--- src/hdl/usb_ep_bank_defines.svh ---
`ifndef USB_EP_BANK_DEFINES_SVH
`define USB_EP_BANK_DEFINES_SVH

// ****************************************************************
// Register offsets
// ****************************************************************
`define A_DEV_ADDR 8'h8f
`define A_IRQ_EN 8'ha2
`define A_IRQ_FLG 8'hc0
`define A_EP_CTL 8'he1
`define A_RX_STAT 8'he2
`define A_RX_DATA 8'he3
`define A_RX_CTL 8'he4
`define A_RX_FLG 8'he5
`define A_RX_CNT 8'he6
`define A_SEL 8'hf1
`define A_TX_DATA 8'hf3
`define A_TX_CTL 8'hf4
`define A_TX_FLG 8'hf5
`define A_TX_CNT 8'hf6
`define A_TX_STAT 8'hfa

// ****************************************************************
// Field layouts and masks
// ****************************************************************
`define SEL_HUB_BIT 7
`define SEL_MASK 8'h83
`define SEL_FN_EP1 8'h01
`define SEL_FN_EP2 8'h02
`define IRQ_MASK 8'h3f
`define CTL_CONTROL_ENDPOINT_CONFIG_BIT 5
`define CTL_SPM_BIT 4
`define HUB_CTL_FORCE 8'h30
`define FCTL_CLR_BIT 7
`define FCTL_ISO_BIT 3
`define FCTL_KEEP 8'h7f
`define FCTL_NO_ISO 8'h77
`define FLG_OVF_BIT 0
`define FLG_URF_BIT 1
`define STAT_ACK_BIT 0
`define STAT_ERR_BIT 1
`define BC_MASK 8'h1f

// ****************************************************************
// Banks, endpoints and reset values
// ****************************************************************
`define NUM_BANKS 4
`define HUB_EP0 2'h0
`define HUB_EP1 2'h1
`define FN_EP_NONE 2'h3
`define BANK_FN0 2'h0
`define BANK_FN1 2'h1
`define BANK_FN2 2'h2
`define BANK_HUB0 2'h3
`define CTL_RST_EP0 8'h35
`define CTL_RST_EPN 8'h10

// ****************************************************************
// Start-of-frame strobe timing
// ****************************************************************
`define SOF_STATES 8
`define CLKS_PER_STATE 1
`define SOF_CYCLES (`SOF_STATES * `CLKS_PER_STATE)

`endif

--- src/hdl/usb_ep_bank_pkg.sv ---
`include "usb_ep_bank_defines.svh"

package usb_ep_bank_pkg;

    typedef struct packed {
        logic wr;
        logic rd;
        logic [7:0] addr;
        logic [7:0] wdata;
    } sfr_req_s;

    typedef struct packed {
        logic hub;
        logic [1:0] num;
    } ep_code_s;

    typedef struct packed {
        logic hit;
        logic hub1;
        logic [1:0] idx;
    } bank_sel_s;

    typedef struct packed {
        logic valid;
        ep_code_s ep;
        logic [7:0] data;
    } sie_rx_s;

    typedef struct packed {
        logic req;
        ep_code_s ep;
    } sie_tx_req_s;

    typedef struct packed {
        logic valid;
        logic [7:0] data;
    } sie_tx_s;

    typedef struct packed {
        logic valid;
        logic tx;
        logic ok;
        ep_code_s ep;
    } sie_done_s;

    typedef logic [`NUM_BANKS-1:0][7:0] bank_bytes_t;

    typedef struct packed {
        logic [7:0] sel;
        logic [7:0] dev_addr;
        logic [7:0] irq_en;
        logic [7:0] irq_flg;
        bank_bytes_t ep_ctl;
        bank_bytes_t rx_stat;
        bank_bytes_t tx_stat;
        bank_bytes_t rx_ctl;
        bank_bytes_t tx_ctl;
        bank_bytes_t tx_cnt;
        logic [`NUM_BANKS-1:0][1:0] rx_err;
        logic [`NUM_BANKS-1:0][1:0] tx_err;
        logic hub1_full;
        logic [7:0] hub1_byte;
        logic [7:0] rdata;
        logic tx_valid;
        logic [7:0] tx_data;
        logic [`NUM_BANKS-1:0] rx_rdy;
        logic [3:0] sof_cnt;
        logic sof_n;
        logic irq;
    } ep_state_s;

    // Endpoint code to register bank
    function automatic bank_sel_s bank_of(ep_code_s e);
        bank_sel_s b;
        b = '0;
        if (e.hub)
        begin
            if (e.num == `HUB_EP0)
            begin
                b.hit = 1'b1;
                b.idx = `BANK_HUB0;
            end
            else if (e.num == `HUB_EP1)
                b.hub1 = 1'b1;
        end
        else if (e.num != `FN_EP_NONE)
        begin
            b.hit = 1'b1;
            b.idx = e.num;
        end
        return b;
    endfunction

endpackage

--- src/hdl/usb_ep_sfr_bank.sv ---
// Overview of operation
// CPU fills transmit FIFOs, serial engine drains them
// Serial engine fills receive FIFOs, CPU drains them
// FIFO depths 8/8, hub EP1 1, fn EP1 16
// Isochronous mode only on function endpoint 1
// SOF pin low eight states per token
// Banked access decoded by address and index
// Four banks; hub endpoint 1 has none
// Index 01 selects fn EP1, 02 fn EP2
// Unselected banks keep their contents
// Hub endpoint 1 has no receive data
// Index top bit hub, low bits endpoint
// Transmit, receive, control, status sets are banked
// Device address register holds assigned address
// Enable register gates each done interrupt
// Done flags set only for non-isochronous endpoints
// Receive count is five-bit byte count
// Transmit count is five-bit byte count
// Transmit data write pushes selected FIFO
// Receive data read pops selected FIFO
// Firmware uses read-modify-write on registers
// Firmware saves and restores index in handlers
// Three function and two hub endpoint pairs
// Hub EP0 control and single-packet bits read one
// Unimplemented banked access reads zero, ignores writes
`timescale 1ns/1ns
`default_nettype none

`include "usb_ep_bank_defines.svh"

module ep_byte_fifo
    import usb_ep_bank_pkg::*;
#(
    parameter int W = 8,
    parameter int DEPTH = 8,
    parameter int CW = 5
)
(
    // Clock and reset
    input wire logic ref_clk_i,
    input wire logic reset_i,
    input wire logic flush_i,
    // Fill side
    input wire logic in_valid_i,
    input wire logic [W-1:0] in_data_i,
    output logic in_ready_o,
    // Drain side
    output logic out_valid_o,
    output logic [W-1:0] out_data_o,
    input wire logic out_ready_i,
    // Status
    output logic [CW-1:0] level_o,
    output logic full_next_o
);
    localparam int PW = (DEPTH > 1) ? $clog2(DEPTH) : 1;

    typedef struct packed {
        logic [DEPTH-1:0][W-1:0] mem;
        logic [PW-1:0] wp;
        logic [PW-1:0] rp;
        logic [CW-1:0] cnt;
    } fifo_s;

    fifo_s s_q;
    fifo_s s_d;
    logic push;
    logic pop;

    assign in_ready_o = s_q.cnt != CW'(DEPTH);
    assign out_valid_o = s_q.cnt != '0;
    assign out_data_o = s_q.mem[s_q.rp];
    assign level_o = s_q.cnt;
    assign push = in_valid_i && in_ready_o;
    assign pop = out_valid_o && out_ready_i;
    assign full_next_o = s_d.cnt == CW'(DEPTH);

    always_comb
    begin
        s_d = s_q;
        if (push)
        begin
            s_d.mem[s_q.wp] = in_data_i;
            s_d.wp = (s_q.wp == PW'(DEPTH - 1)) ? '0 : s_q.wp + 1'b1;
        end
        if (pop)
            s_d.rp = (s_q.rp == PW'(DEPTH - 1)) ? '0 : s_q.rp + 1'b1;
        s_d.cnt = s_q.cnt + CW'(push) - CW'(pop);
        if (reset_i || flush_i)
        begin
            s_d.wp = '0;
            s_d.rp = '0;
            s_d.cnt = '0;
        end
    end

    always_ff @(posedge ref_clk_i)
        s_q <= s_d;
endmodule // ep_byte_fifo

module usb_ep_sfr_bank
    import usb_ep_bank_pkg::*;
#(
    parameter int DEPTH_SMALL = 8,
    parameter int DEPTH_LARGE = 16
)
(
    // Clock and reset
    input wire logic ref_clk_i,
    input wire logic reset_i,
    // CPU special function register access
    input wire sfr_req_s sfr_i,
    output logic [7:0] sfr_rdata_o,
    // Serial engine receive path
    input wire sie_rx_s sie_rx_i,
    output logic [`NUM_BANKS-1:0] sie_rx_ready_o,
    // Serial engine transmit path
    input wire sie_tx_req_s sie_tx_req_i,
    output sie_tx_s sie_tx_o,
    // Serial engine events
    input wire sie_done_s sie_done_i,
    input wire logic sie_sof_i,
    // Device status
    output logic [7:0] device_address_o,
    output logic function_irq_o,
    output logic sof_n_o
);
    localparam int NB = `NUM_BANKS;

    ep_state_s s_q;
    ep_state_s s_d;
    bank_sel_s cpu_b;
    bank_sel_s rx_b;
    bank_sel_s tx_b;
    bank_sel_s done_b;
    logic [NB-1:0] tx_push, tx_pop, tx_flush, tx_rdy, tx_vld;
    logic [NB-1:0] rx_push, rx_pop, rx_flush, rx_rdy_c, rx_vld, rx_fn;
    bank_bytes_t tx_head, rx_head;
    logic [NB-1:0][4:0] tx_lvl, rx_lvl;

    // Banked access at one address for one bank
    function automatic logic at_bank(sfr_req_s r, bank_sel_s b,
                                     logic [7:0] a, logic [1:0] i);
        return r.addr == a && b.hit && b.idx == i;
    endfunction

    assign cpu_b = bank_of({s_q.sel[`SEL_HUB_BIT], s_q.sel[1:0]});
    assign rx_b = bank_of(sie_rx_i.ep);
    assign tx_b = bank_of(sie_tx_req_i.ep);
    assign done_b = bank_of(sie_done_i.ep);

    // ****************************************************************
    // Per-bank FIFO pairs
    // ****************************************************************
    for (genvar i = 0; i < NB; i++)
    begin : g_bank
        localparam int D = (i == `BANK_FN1) ? DEPTH_LARGE : DEPTH_SMALL;
        assign tx_push[i] = sfr_i.wr
            && at_bank(sfr_i, cpu_b, `A_TX_DATA, 2'(i));
        assign rx_pop[i] = sfr_i.rd
            && at_bank(sfr_i, cpu_b, `A_RX_DATA, 2'(i));
        assign tx_flush[i] = sfr_i.wr && sfr_i.wdata[`FCTL_CLR_BIT]
            && at_bank(sfr_i, cpu_b, `A_TX_CTL, 2'(i));
        assign rx_flush[i] = sfr_i.wr && sfr_i.wdata[`FCTL_CLR_BIT]
            && at_bank(sfr_i, cpu_b, `A_RX_CTL, 2'(i));
        assign tx_pop[i] = sie_tx_req_i.req && tx_b.hit
            && tx_b.idx == 2'(i);
        assign rx_push[i] = sie_rx_i.valid && rx_b.hit
            && rx_b.idx == 2'(i);
        ep_byte_fifo #(.W(8), .DEPTH(D), .CW(5)) u_tx (
            .ref_clk_i(ref_clk_i), .reset_i(reset_i), .flush_i(tx_flush[i]),
            .in_valid_i(tx_push[i]), .in_data_i(sfr_i.wdata),
            .in_ready_o(tx_rdy[i]), .out_valid_o(tx_vld[i]),
            .out_data_o(tx_head[i]), .out_ready_i(tx_pop[i]),
            .level_o(tx_lvl[i]), .full_next_o()
        );
        ep_byte_fifo #(.W(8), .DEPTH(D), .CW(5)) u_rx (
            .ref_clk_i(ref_clk_i), .reset_i(reset_i), .flush_i(rx_flush[i]),
            .in_valid_i(rx_push[i]), .in_data_i(sie_rx_i.data),
            .in_ready_o(rx_rdy_c[i]), .out_valid_o(rx_vld[i]),
            .out_data_o(rx_head[i]), .out_ready_i(rx_pop[i]),
            .level_o(rx_lvl[i]), .full_next_o(rx_fn[i])
        );
    end

    // ****************************************************************
    // Register file and serial engine side
    // ****************************************************************
    always_comb
    begin
        logic [7:0] rv;
        logic [1:0] bi;
        rv = '0;
        bi = cpu_b.idx;
        s_d = s_q;

        // Firmware writes first so hardware updates win
        if (sfr_i.wr)
        begin
            unique case (sfr_i.addr)
                `A_DEV_ADDR: s_d.dev_addr = sfr_i.wdata;
                `A_IRQ_EN: s_d.irq_en = sfr_i.wdata & `IRQ_MASK;
                `A_IRQ_FLG: s_d.irq_flg = sfr_i.wdata & `IRQ_MASK;
                `A_SEL: s_d.sel = sfr_i.wdata & `SEL_MASK;
                `A_EP_CTL: if (cpu_b.hit)
                    s_d.ep_ctl[bi] = (bi == `BANK_HUB0) ?
                        sfr_i.wdata | `HUB_CTL_FORCE : sfr_i.wdata;
                `A_RX_STAT: if (cpu_b.hit)
                    s_d.rx_stat[bi] = sfr_i.wdata;
                `A_TX_STAT: if (cpu_b.hit)
                    s_d.tx_stat[bi] = sfr_i.wdata;
                `A_RX_CTL: if (cpu_b.hit)
                    s_d.rx_ctl[bi] = sfr_i.wdata & ((bi == `BANK_FN1) ?
                        `FCTL_KEEP : `FCTL_NO_ISO);
                `A_TX_CTL: if (cpu_b.hit)
                    s_d.tx_ctl[bi] = sfr_i.wdata & ((bi == `BANK_FN1) ?
                        `FCTL_KEEP : `FCTL_NO_ISO);
                `A_RX_FLG: if (cpu_b.hit)
                    s_d.rx_err[bi] = sfr_i.wdata[1:0];
                `A_TX_FLG: if (cpu_b.hit)
                    s_d.tx_err[bi] = sfr_i.wdata[1:0];
                `A_TX_CNT: if (cpu_b.hit)
                    s_d.tx_cnt[bi] = sfr_i.wdata & `BC_MASK;
                `A_TX_DATA:
                    if (cpu_b.hub1 && !s_q.hub1_full)
                    begin
                        s_d.hub1_byte = sfr_i.wdata;
                        s_d.hub1_full = 1'b1;
                    end
                default: ;
            endcase
        end

        // Sticky overrun and underrun flags
        for (int i = 0; i < NB; i++)
        begin
            if (tx_push[i] && !tx_rdy[i])
                s_d.tx_err[i][`FLG_OVF_BIT] = 1'b1;
            if (rx_push[i] && !rx_rdy_c[i])
                s_d.rx_err[i][`FLG_OVF_BIT] = 1'b1;
            if (rx_pop[i] && !rx_vld[i])
                s_d.rx_err[i][`FLG_URF_BIT] = 1'b1;
            s_d.rx_rdy[i] = !rx_fn[i];
        end

        // Transaction results from the serial engine
        if (sie_done_i.valid && done_b.hit)
        begin
            if (sie_done_i.tx)
            begin
                s_d.tx_stat[done_b.idx][`STAT_ACK_BIT] = sie_done_i.ok;
                s_d.tx_stat[done_b.idx][`STAT_ERR_BIT] = !sie_done_i.ok;
            end
            else
            begin
                s_d.rx_stat[done_b.idx][`STAT_ACK_BIT] = sie_done_i.ok;
                s_d.rx_stat[done_b.idx][`STAT_ERR_BIT] = !sie_done_i.ok;
            end
            if (done_b.idx != `BANK_HUB0 && !(sie_done_i.tx ?
                s_q.tx_ctl[done_b.idx][`FCTL_ISO_BIT] :
                s_q.rx_ctl[done_b.idx][`FCTL_ISO_BIT]))
                s_d.irq_flg[{done_b.idx, !sie_done_i.tx}] = 1'b1;
        end

        // Transmit byte handed to the serial engine
        s_d.tx_valid = 1'b0;
        if (sie_tx_req_i.req)
        begin
            if (tx_b.hit)
            begin
                s_d.tx_valid = tx_vld[tx_b.idx];
                s_d.tx_data = tx_head[tx_b.idx];
            end
            else if (tx_b.hub1)
            begin
                s_d.tx_valid = s_q.hub1_full;
                s_d.tx_data = s_q.hub1_byte;
                s_d.hub1_full = s_d.hub1_full && !s_q.hub1_full;
            end
        end

        // Read data
        if (sfr_i.rd)
        begin
            unique case (sfr_i.addr)
                `A_DEV_ADDR: rv = s_q.dev_addr;
                `A_IRQ_EN: rv = s_q.irq_en;
                `A_IRQ_FLG: rv = s_q.irq_flg;
                `A_SEL: rv = s_q.sel;
                `A_EP_CTL: rv = s_q.ep_ctl[bi];
                `A_RX_STAT: rv = s_q.rx_stat[bi];
                `A_TX_STAT: rv = s_q.tx_stat[bi];
                `A_RX_CTL: rv = s_q.rx_ctl[bi];
                `A_TX_CTL: rv = s_q.tx_ctl[bi];
                `A_RX_DATA: rv = rx_head[bi];
                `A_RX_FLG: rv = {4'h0, !rx_vld[bi], !rx_rdy_c[bi],
                                 s_q.rx_err[bi]};
                `A_TX_FLG: rv = {4'h0, !tx_vld[bi], !tx_rdy[bi],
                                 s_q.tx_err[bi]};
                `A_RX_CNT: rv = {3'h0, rx_lvl[bi]};
                `A_TX_CNT: rv = s_q.tx_cnt[bi];
                default: rv = '0;
            endcase
            if (!cpu_b.hit && sfr_i.addr >= `A_EP_CTL
                && sfr_i.addr != `A_SEL)
                rv = '0;
            s_d.rdata = rv;
        end

        // Start-of-frame strobe
        if (sie_sof_i)
            s_d.sof_cnt = 4'(`SOF_CYCLES);
        else if (s_q.sof_cnt != '0)
            s_d.sof_cnt = s_q.sof_cnt - 4'h1;
        s_d.sof_n = s_d.sof_cnt == '0;
        s_d.irq = |(s_d.irq_flg & s_d.irq_en);
        if (reset_i)
        begin
            s_d = '0;
            s_d.ep_ctl[`BANK_FN0] = `CTL_RST_EP0;
            s_d.ep_ctl[`BANK_HUB0] = `CTL_RST_EP0 | `HUB_CTL_FORCE;
            s_d.ep_ctl[`BANK_FN1] = `CTL_RST_EPN;
            s_d.ep_ctl[`BANK_FN2] = `CTL_RST_EPN;
            s_d.rx_rdy = '1;
            s_d.sof_n = 1'b1;
        end
    end

    always_ff @(posedge ref_clk_i)
        s_q <= s_d;

    assign sfr_rdata_o = s_q.rdata;
    assign sie_rx_ready_o = s_q.rx_rdy;
    assign sie_tx_o = {s_q.tx_valid, s_q.tx_data};
    assign device_address_o = s_q.dev_addr;
    assign function_irq_o = s_q.irq;
    assign sof_n_o = s_q.sof_n;
endmodule // usb_ep_sfr_bank

`default_nettype wire

--- config.mk ---
export PLATFORM = sky130hd
export DESIGN_NAME = usb_ep_sfr_bank
export DESIGN_NICKNAME = d
export VERILOG_FILES = /design/src/hdl/usb_ep_bank_pkg.sv /design/src/hdl/usb_ep_sfr_bank.sv
export VERILOG_INCLUDE_DIRS = /design/src /design/src/hdl
export SDC_FILE = /design/constraint.sdc
export NUM_CORES = 2
export LEC_CHECK = 0
export BUFFER_PORTS_ARGS = -buffer_cell sky130_fd_sc_hd__buf_4
export CORE_UTILIZATION = 25
export CTS_CLUSTER_SIZE = 28
export DETAILED_ROUTE_END_ITERATION = 12
export PLACE_DENSITY_LB_ADDON = 0.08
export SYNTH_ARGS = -nofsm -noshare
export SYNTH_HDL_FRONTEND = slang
export SYNTH_SLANG_ARGS = --single-unit
export TNS_END_PERCENT = 30
--- constraint.sdc ---
create_clock -name ref_clk_i -period 6.5 [get_ports ref_clk_i]
set_clock_uncertainty 0.15 [all_clocks]
set_input_delay 0.65 -clock ref_clk_i [delete_from_list [all_inputs] [get_ports ref_clk_i]]
set_output_delay 0.65 -clock ref_clk_i [all_outputs]
set_load 0.02 [all_outputs]
After elaboration in Yosys (flattened, before gate mapping)
Cells that the tools add are included.
{"block": "totals", "register_bits": 1003, "inputBits": 43, "out_inout_bits": 31, "word_cells": 686}
{"block": "op_classes", "add_sub_neg": 33, "n_lt_le_gt_ge": 32, "eq_ne": 60, "muxes": 198, "bitwise_logic": 4, "n_reduce_logical": 202}
{"operator": "$mux 32", "n": 14}
{"operator": "$bwmux 64", "n": 6}
{"operator": "$bwmux 32", "n": 10}
{"operator": "$mux 8", "n": 34}
{"operator": "$bwmux 128", "n": 2}
{"operator": "$mux 233", "n": 1}
{"operator": "$bmux 8 s2", "n": 10}
{"operator": "$bmux 8 s3", "n": 6}
{"operator": "$demux 8 s3", "n": 6}
{"operator": "$eq 8x8->1 const B", "n": 15}
{"operator": "$pmux 8 s14", "n": 1}
{"operator": "$logic_and 1x1->1", "n": 92}
{"operator": "$reduce_bool 2->1", "n": 37}
{"operator": "$bmux 8 s4", "n": 2}
{"operator": "$demux 8 s4", "n": 2}
{"operator": "$mux 64", "n": 1}
{"operator": "$reduce_and 3->1", "n": 18}
{"operator": "$lt 3x4->1 const B", "n": 13}
{"operator": "$demux 8 s2", "n": 3}
{"operator": "$mux 1", "n": 41}
{"operator": "$add 5x1->5", "n": 8}
{"operator": "$reduce_bool 5->1", "n": 8}
{"operator": "$sub 5x1->5", "n": 8}
{"operator": "$add 3x1->3 const B", "n": 12}
{"operator": "42 further kinds", "n": 179}

Logic depth before layout (Yosys ltp)
{"block": "logic_depth", "depth_word": 16, "depth_mapped": 19, "ltp_nobuf": 17}

Hierarchy
Synthesis repeated with hierarchy kept, for this count alone.
{"block": "hier_totals", "hier_cells": 3268, "area_unflattened_um2": 43354.1}
{"mod": "ep_byte_fifo (g_bank[0].u_rx ...)", "instances": 6, "cells_each": 183, "area_each_um2": 3244.4, "seq_area_each_um2": 2142.1}
{"mod": "usb_ep_sfr_bank", "instances": 1, "cells_each": 1544, "area_each_um2": 12441.9, "seq_area_each_um2": 5024.8}
{"mod": "ep_byte_fifo (g_bank[1].u_rx ...)", "instances": 2, "cells_each": 313, "area_each_um2": 5723.0, "seq_area_each_um2": 4103.9}

Least setup slack after synthesis
OpenSTA, ideal clock, no wires.
{"block": "synth_timing", "path_kind": "input-to-reg", "startpoint": "in sfr_i[12] (netlist name)", "endpoint": "reg s_q (netlist bit sie_rx_ready_o[3])", "setup_ps": 134, "t_arrival_ps": 3346, "required_ps": 6216, "path_slack_ps": 2870, "path_stages": 19, "n_path_buf": 3, "path_cell_list": "buf_6 > nand2b_4 > buf_6 > nor3_1 > nand2_1 > clkbuf_1 > nor2_1 > ha_1 > inv_1 > ha_1 > inv_1 > fa_1 > inv_1 > a21oi_1 > nor2_1 > nor2_1 > xnor2_1 > nor2_1 > or4b_1"}
{"element": "start: declaration", "line": "usb_ep_sfr_bank.sv:111", "text": "input wire sfr_req_s sfr_i,"}
{"element": "end signal: assignment", "line": "usb_ep_sfr_bank.sv:329", "text": "s_q <= s_d;"}
{"element": "end: declaration", "line": "usb_ep_sfr_bank.sv:129", "text": "ep_state_s s_q;"}

Final worst setup path
{"block": "layout_timing", "startpoint": "reg s_q[275] (netlist name)", "endpoint": "reg s_q (netlist bit sfr_rdata_o[0])"}
{"block": "layout_between", "elab_chain_len": 5, "word_cells_on_any_way": 27, "classes_between": "mux: 24; reduce/logical: 3"}
{"element": "$mux 2 or $mux 1 (tied branches)", "line": "usb_ep_bank_pkg.sv:76", "text": "if (e.hub)"}
{"element": "$bmux 8 s2, or another cell as far along", "line": "usb_ep_sfr_bank.sv:300", "text": "`A_TX_CNT: rv = s_q.tx_cnt[bi];"}
{"element": "$mux 8 (not written as such), or another cell as far along", "line": "usb_ep_sfr_bank.sv:300"}
{"element": "$pmux 8 s14 or $logic_and 1x1->1 (tied branches)"}
{"element": "$mux 8 (*)", "line": "usb_ep_sfr_bank.sv:303", "text": "if (!cpu_b.hit && sfr_i.addr >= `A_EP_CTL"}
Mark *: on every way between the ends. The rest lies on a longest branch, timed or not. The select of a mux whose other input is x is not followed.
A chain may end at the register's enable or synchronous reset.

==> metrics.md <==
| Metric | Value |
|---|---|
| # DRC | 0 |
| CTS root buffer | clkbuf_16 |
| Worst setup startpoint | s_q[275]$_SDFFE_PP0P_ |
| Reg2reg setup slack | 2.40 ns |
| I/O Buffers | 73 |
| Number of max-cap violations | 0 |
| Worst-margin pin slew | 1.40 ns |
| Worst hold path type | input port to register |
| Fin crit period | 4.10 ns |
| Die area | 0.171 mm^2 |
| Total wire length | 137000 um |
| Initial antenna violation count | 3 |
| Sequential share of power | 47.5% |
| Vias | 26900 |
| All-Layer GR Usage | 15.9% |
| FFs w/ async S/R, synth | 0% |
| CTS max path bufs | 3 |
| Hold Crit Depth | 4 |
| GR Overflow Total | 0 |
| Avg WL per Cell | 24.4 um |
| Slowest cell on the critical path | dfxtp_1 |
| Post-DP HPWL | 91200 um |
| CTS Buf Count | 117 |
| Post-DRT Antenna Nets | 0 |
| Maximum VDD drop | 0.218 mV |
| CTS clk-pin slew, worst paths | 0.06 ns |
| GP Congestion | 0.809 |
| Dpl cell area | 0.0454 mm^2 |
| Critical path type | register to register |
| Comb power frac | 5.5% |
| CTS tree | done |
| Htree depth | 3 |
| Yosys warns | 0 |
| Crit path largest cell delay | 0.77 ns |
| Reg-to-Reg Start | s_q[275]$_SDFFE_PP0P_ |
| Vias in the first global route | 27700 |
| Critical R2R Capture | sfr_rdata_o[0]$_SDFFE_PP0P_ |
| # setup viols final | 0 |
| Setup bufs post-CTS | 0 |
| Outcome | complete, no violations |
| RSZ-0062 raised after global routing | no |
| Worst EP required | 6.97 ns |
| Flops & latches, synth | 983 |
| Pleak | 16.6 nW |
| Max Clk Rate | 0.244 GHz |
| Synth Cell Area | 0.0424 mm^2 |
| Initial Utilization | 25.3% |
| Die Y | 414 um |
| Power share of the clock group | 47.0% |
| Final worst-path cycle share | 63.1% |
| Largest net degree at the start of global routing | 113 |
| CP endpoint kind | register |
| Die X | 414 um |
| EDFF count, synth | 640 |
| Worst reg2reg path depth | 8 |
| Worst setup SP type | register |
| Area of the multi-input gates | 0.0150 mm^2 |
| Switching portion of total power | 23.4% |
| HP Start | sie_rx_i[8] |
| First-pass GRT wire length | 198000 um |
| CTS Sinks | 983 |
| Final Hold Fails | 0 |
| Design Area, Final | 0.0493 mm^2 |
| Max Slew Vio Count | 0 |
| Data arrival, critical path | 4.57 ns |
| Mapped Cells | 3250 |
| 1st-pass router iterations | 5 |
| Area grow syn2layout | 16.4% |
| Hold Path Sink | s_q[48]$_SDFFE_PP0P_ |
| Core Region | 0.168 mm^2 |
| Setup TNS | 0 ns |
| Count of cell types in the netlist | 78 |
| Final-stage net count | 3444 |
| Clock Latency Late Sink | 0.79 ns |
| Fillers | 16900 |
| Critical path cell sequence | xnor2_1, or2_4, buf_4, mux2i_1, o22ai_1, or4_1, nor4_1, a221oi_1 |
| Max-slew headroom | 6.13% |
| Share of layout cells above drive strength 1 | 16.1% |
| Ports | 74 |
| Register Area | 0.0261 mm^2 |
| Register area share after synthesis | 61.5% |
| Net Sw Power | 0.00332 W |
| Ys flop type | edfxtp_1 |
| Syn nets | 3390 |
| Commonest cells after routing, fill and taps aside | edfxtp_1, nand2_1, dfxtp_1 |
| Leading cell type in the layout, fill and taps excluded | edfxtp_1 |
| Pwr dens | 288 mW/mm^2 |
| Critical Path Fanout Max | 34 |
| Site Rows | 150 |
| Drt via density | 4.80 |
| First-iteration detailed-routing DRC count | 1776 |
| Int Power | 0.0109 W |
| Synthesized area per cell | 13.0 um^2 |
-- repair_timing --
item                      in CTS  in global routing
gates resized for setup        0                  0
hold endpoints to repair       9                  0
hold buffers                   4                  0
-- stage by stage --
stage                     worst slack [ns]  total power, W  hold WS [ns]  cells  util, %
after detailed placement              2.16         0.00769         0.286   5385     27.0
after global routing                  2.16          0.0147        0.0524   5602     29.4
final                                 2.40          0.0142        0.0880   5603     29.4
after floorplan                       2.87         0.00733         0.265   3250        -
after global placement                2.18         0.00767         0.287   5384     27.0
after CTS                             2.39          0.0145        0.0174   5602     29.4
-- metal layers --
layer  global-route usage (%)  wire (um)  vias to the layer above
li1                         -          -                    12200
met1                     21.1      62100                    13900
met2                     26.5      65900                      596
met3                     2.22       5030                      171
met4                     5.03       3550                        0
met5                        0          0                        -
-- state kept, by name (all words and copies together) (netlist names) --
signal and flops:
device_address_o 8, sfr_rdata_o 8, sof_n_o 1, sie_tx_o 9, g_bank.u_rx.level_o 20, s_q 220
function_irq_o 1, g_bank.u_tx.level_o 20, sie_rx_ready_o 4, g_bank.u_rx.s_q 346, g_bank.u_tx.s_q 346
-- cell type report --
cell class	count	share of cell area, %
flip-flops and latches	983	52.9
multi-input cells	1950	30.4
clock buffers	157	6.52
well taps	2204	5.59
repair buffers	159	2.45
clock inverters	56	1.41
inverters	93	0.707
diodes	1	0.00507
-- how the worst max path moves through the flow --
stage	depth (start not counted)	slack [ns]	endpoint
5_1_grt	16	2.16	sie_rx_ready_o[2]$_SDFF_PP1_
3_3_place_gp	17	2.18	sie_rx_ready_o[1]$_SDFF_PP1_
2_1_floorplan	19	2.87	sie_rx_ready_o[3]$_SDFF_PP1_
4_1_cts	8	2.39	sfr_rdata_o[0]$_SDFFE_PP0P_
6_report	8	2.40	sfr_rdata_o[0]$_SDFFE_PP0P_
3_5_place_dp	7	2.16	g_bank[1].u_tx.s_q[79]$_DFFE_PP_
-- cell usage after synthesis, drive strengths merged (39+ instances only) --
master  number  share of area, %
a211oi      44              0.78
a21oi      206               2.4
a22oi       46              0.81
buf         80               1.2
clkbuf     144               1.3
dfxtp      343                16
edfxtp     640                45
ha          89               2.6
inv         93              0.82
mux2i      176               4.2
mux4       168               8.9
nand2      350               3.1
nand2b      39              0.61
nand3       47              0.55
nor2       287               2.6
nor3        76              0.94
o21ai       45              0.53
o22ai       45              0.66
-- power groups by stage --
stage | clock network [W] | logic, W | registers (W)
floorplan | 0 | 0.000465 | 0.00686
global placement | 0 | 0.000792 | 0.00687
detailed placement | 0 | 0.000811 | 0.00688
CTS | 0.00690 | 0.000817 | 0.00674
global route | 0.00713 | 0.000870 | 0.00675
finish | 0.00667 | 0.000784 | 0.00674
-- kinds of logic after synthesis --
family / Yosys count / share of synthesized area [%]
AND/OR/NAND/NOR: 953 / 10.4
adder cells (fa/ha/maj): 97 / 3.00
AO/OA/AOI/OAI: 499 / 7.43
XOR/XNOR: 42 / 0.868
multiplexers: 359 / 13.5
buffers and inverters: 317 / 3.27
flip-flops: 983 / 61.5
-- worst max-delay path, delay by kind of cell (launching register included) --
kind                      cells  cell delay, ns
AOI/OAI and AO/OA             2            0.25
xor gates and xnor gates      1            0.29
buffers and inverters         1            0.44
DFF                           1            0.77
muxes                         1            0.29
and+or+nand+nor               3            1.72
Power figures use the tool's default switching activity.
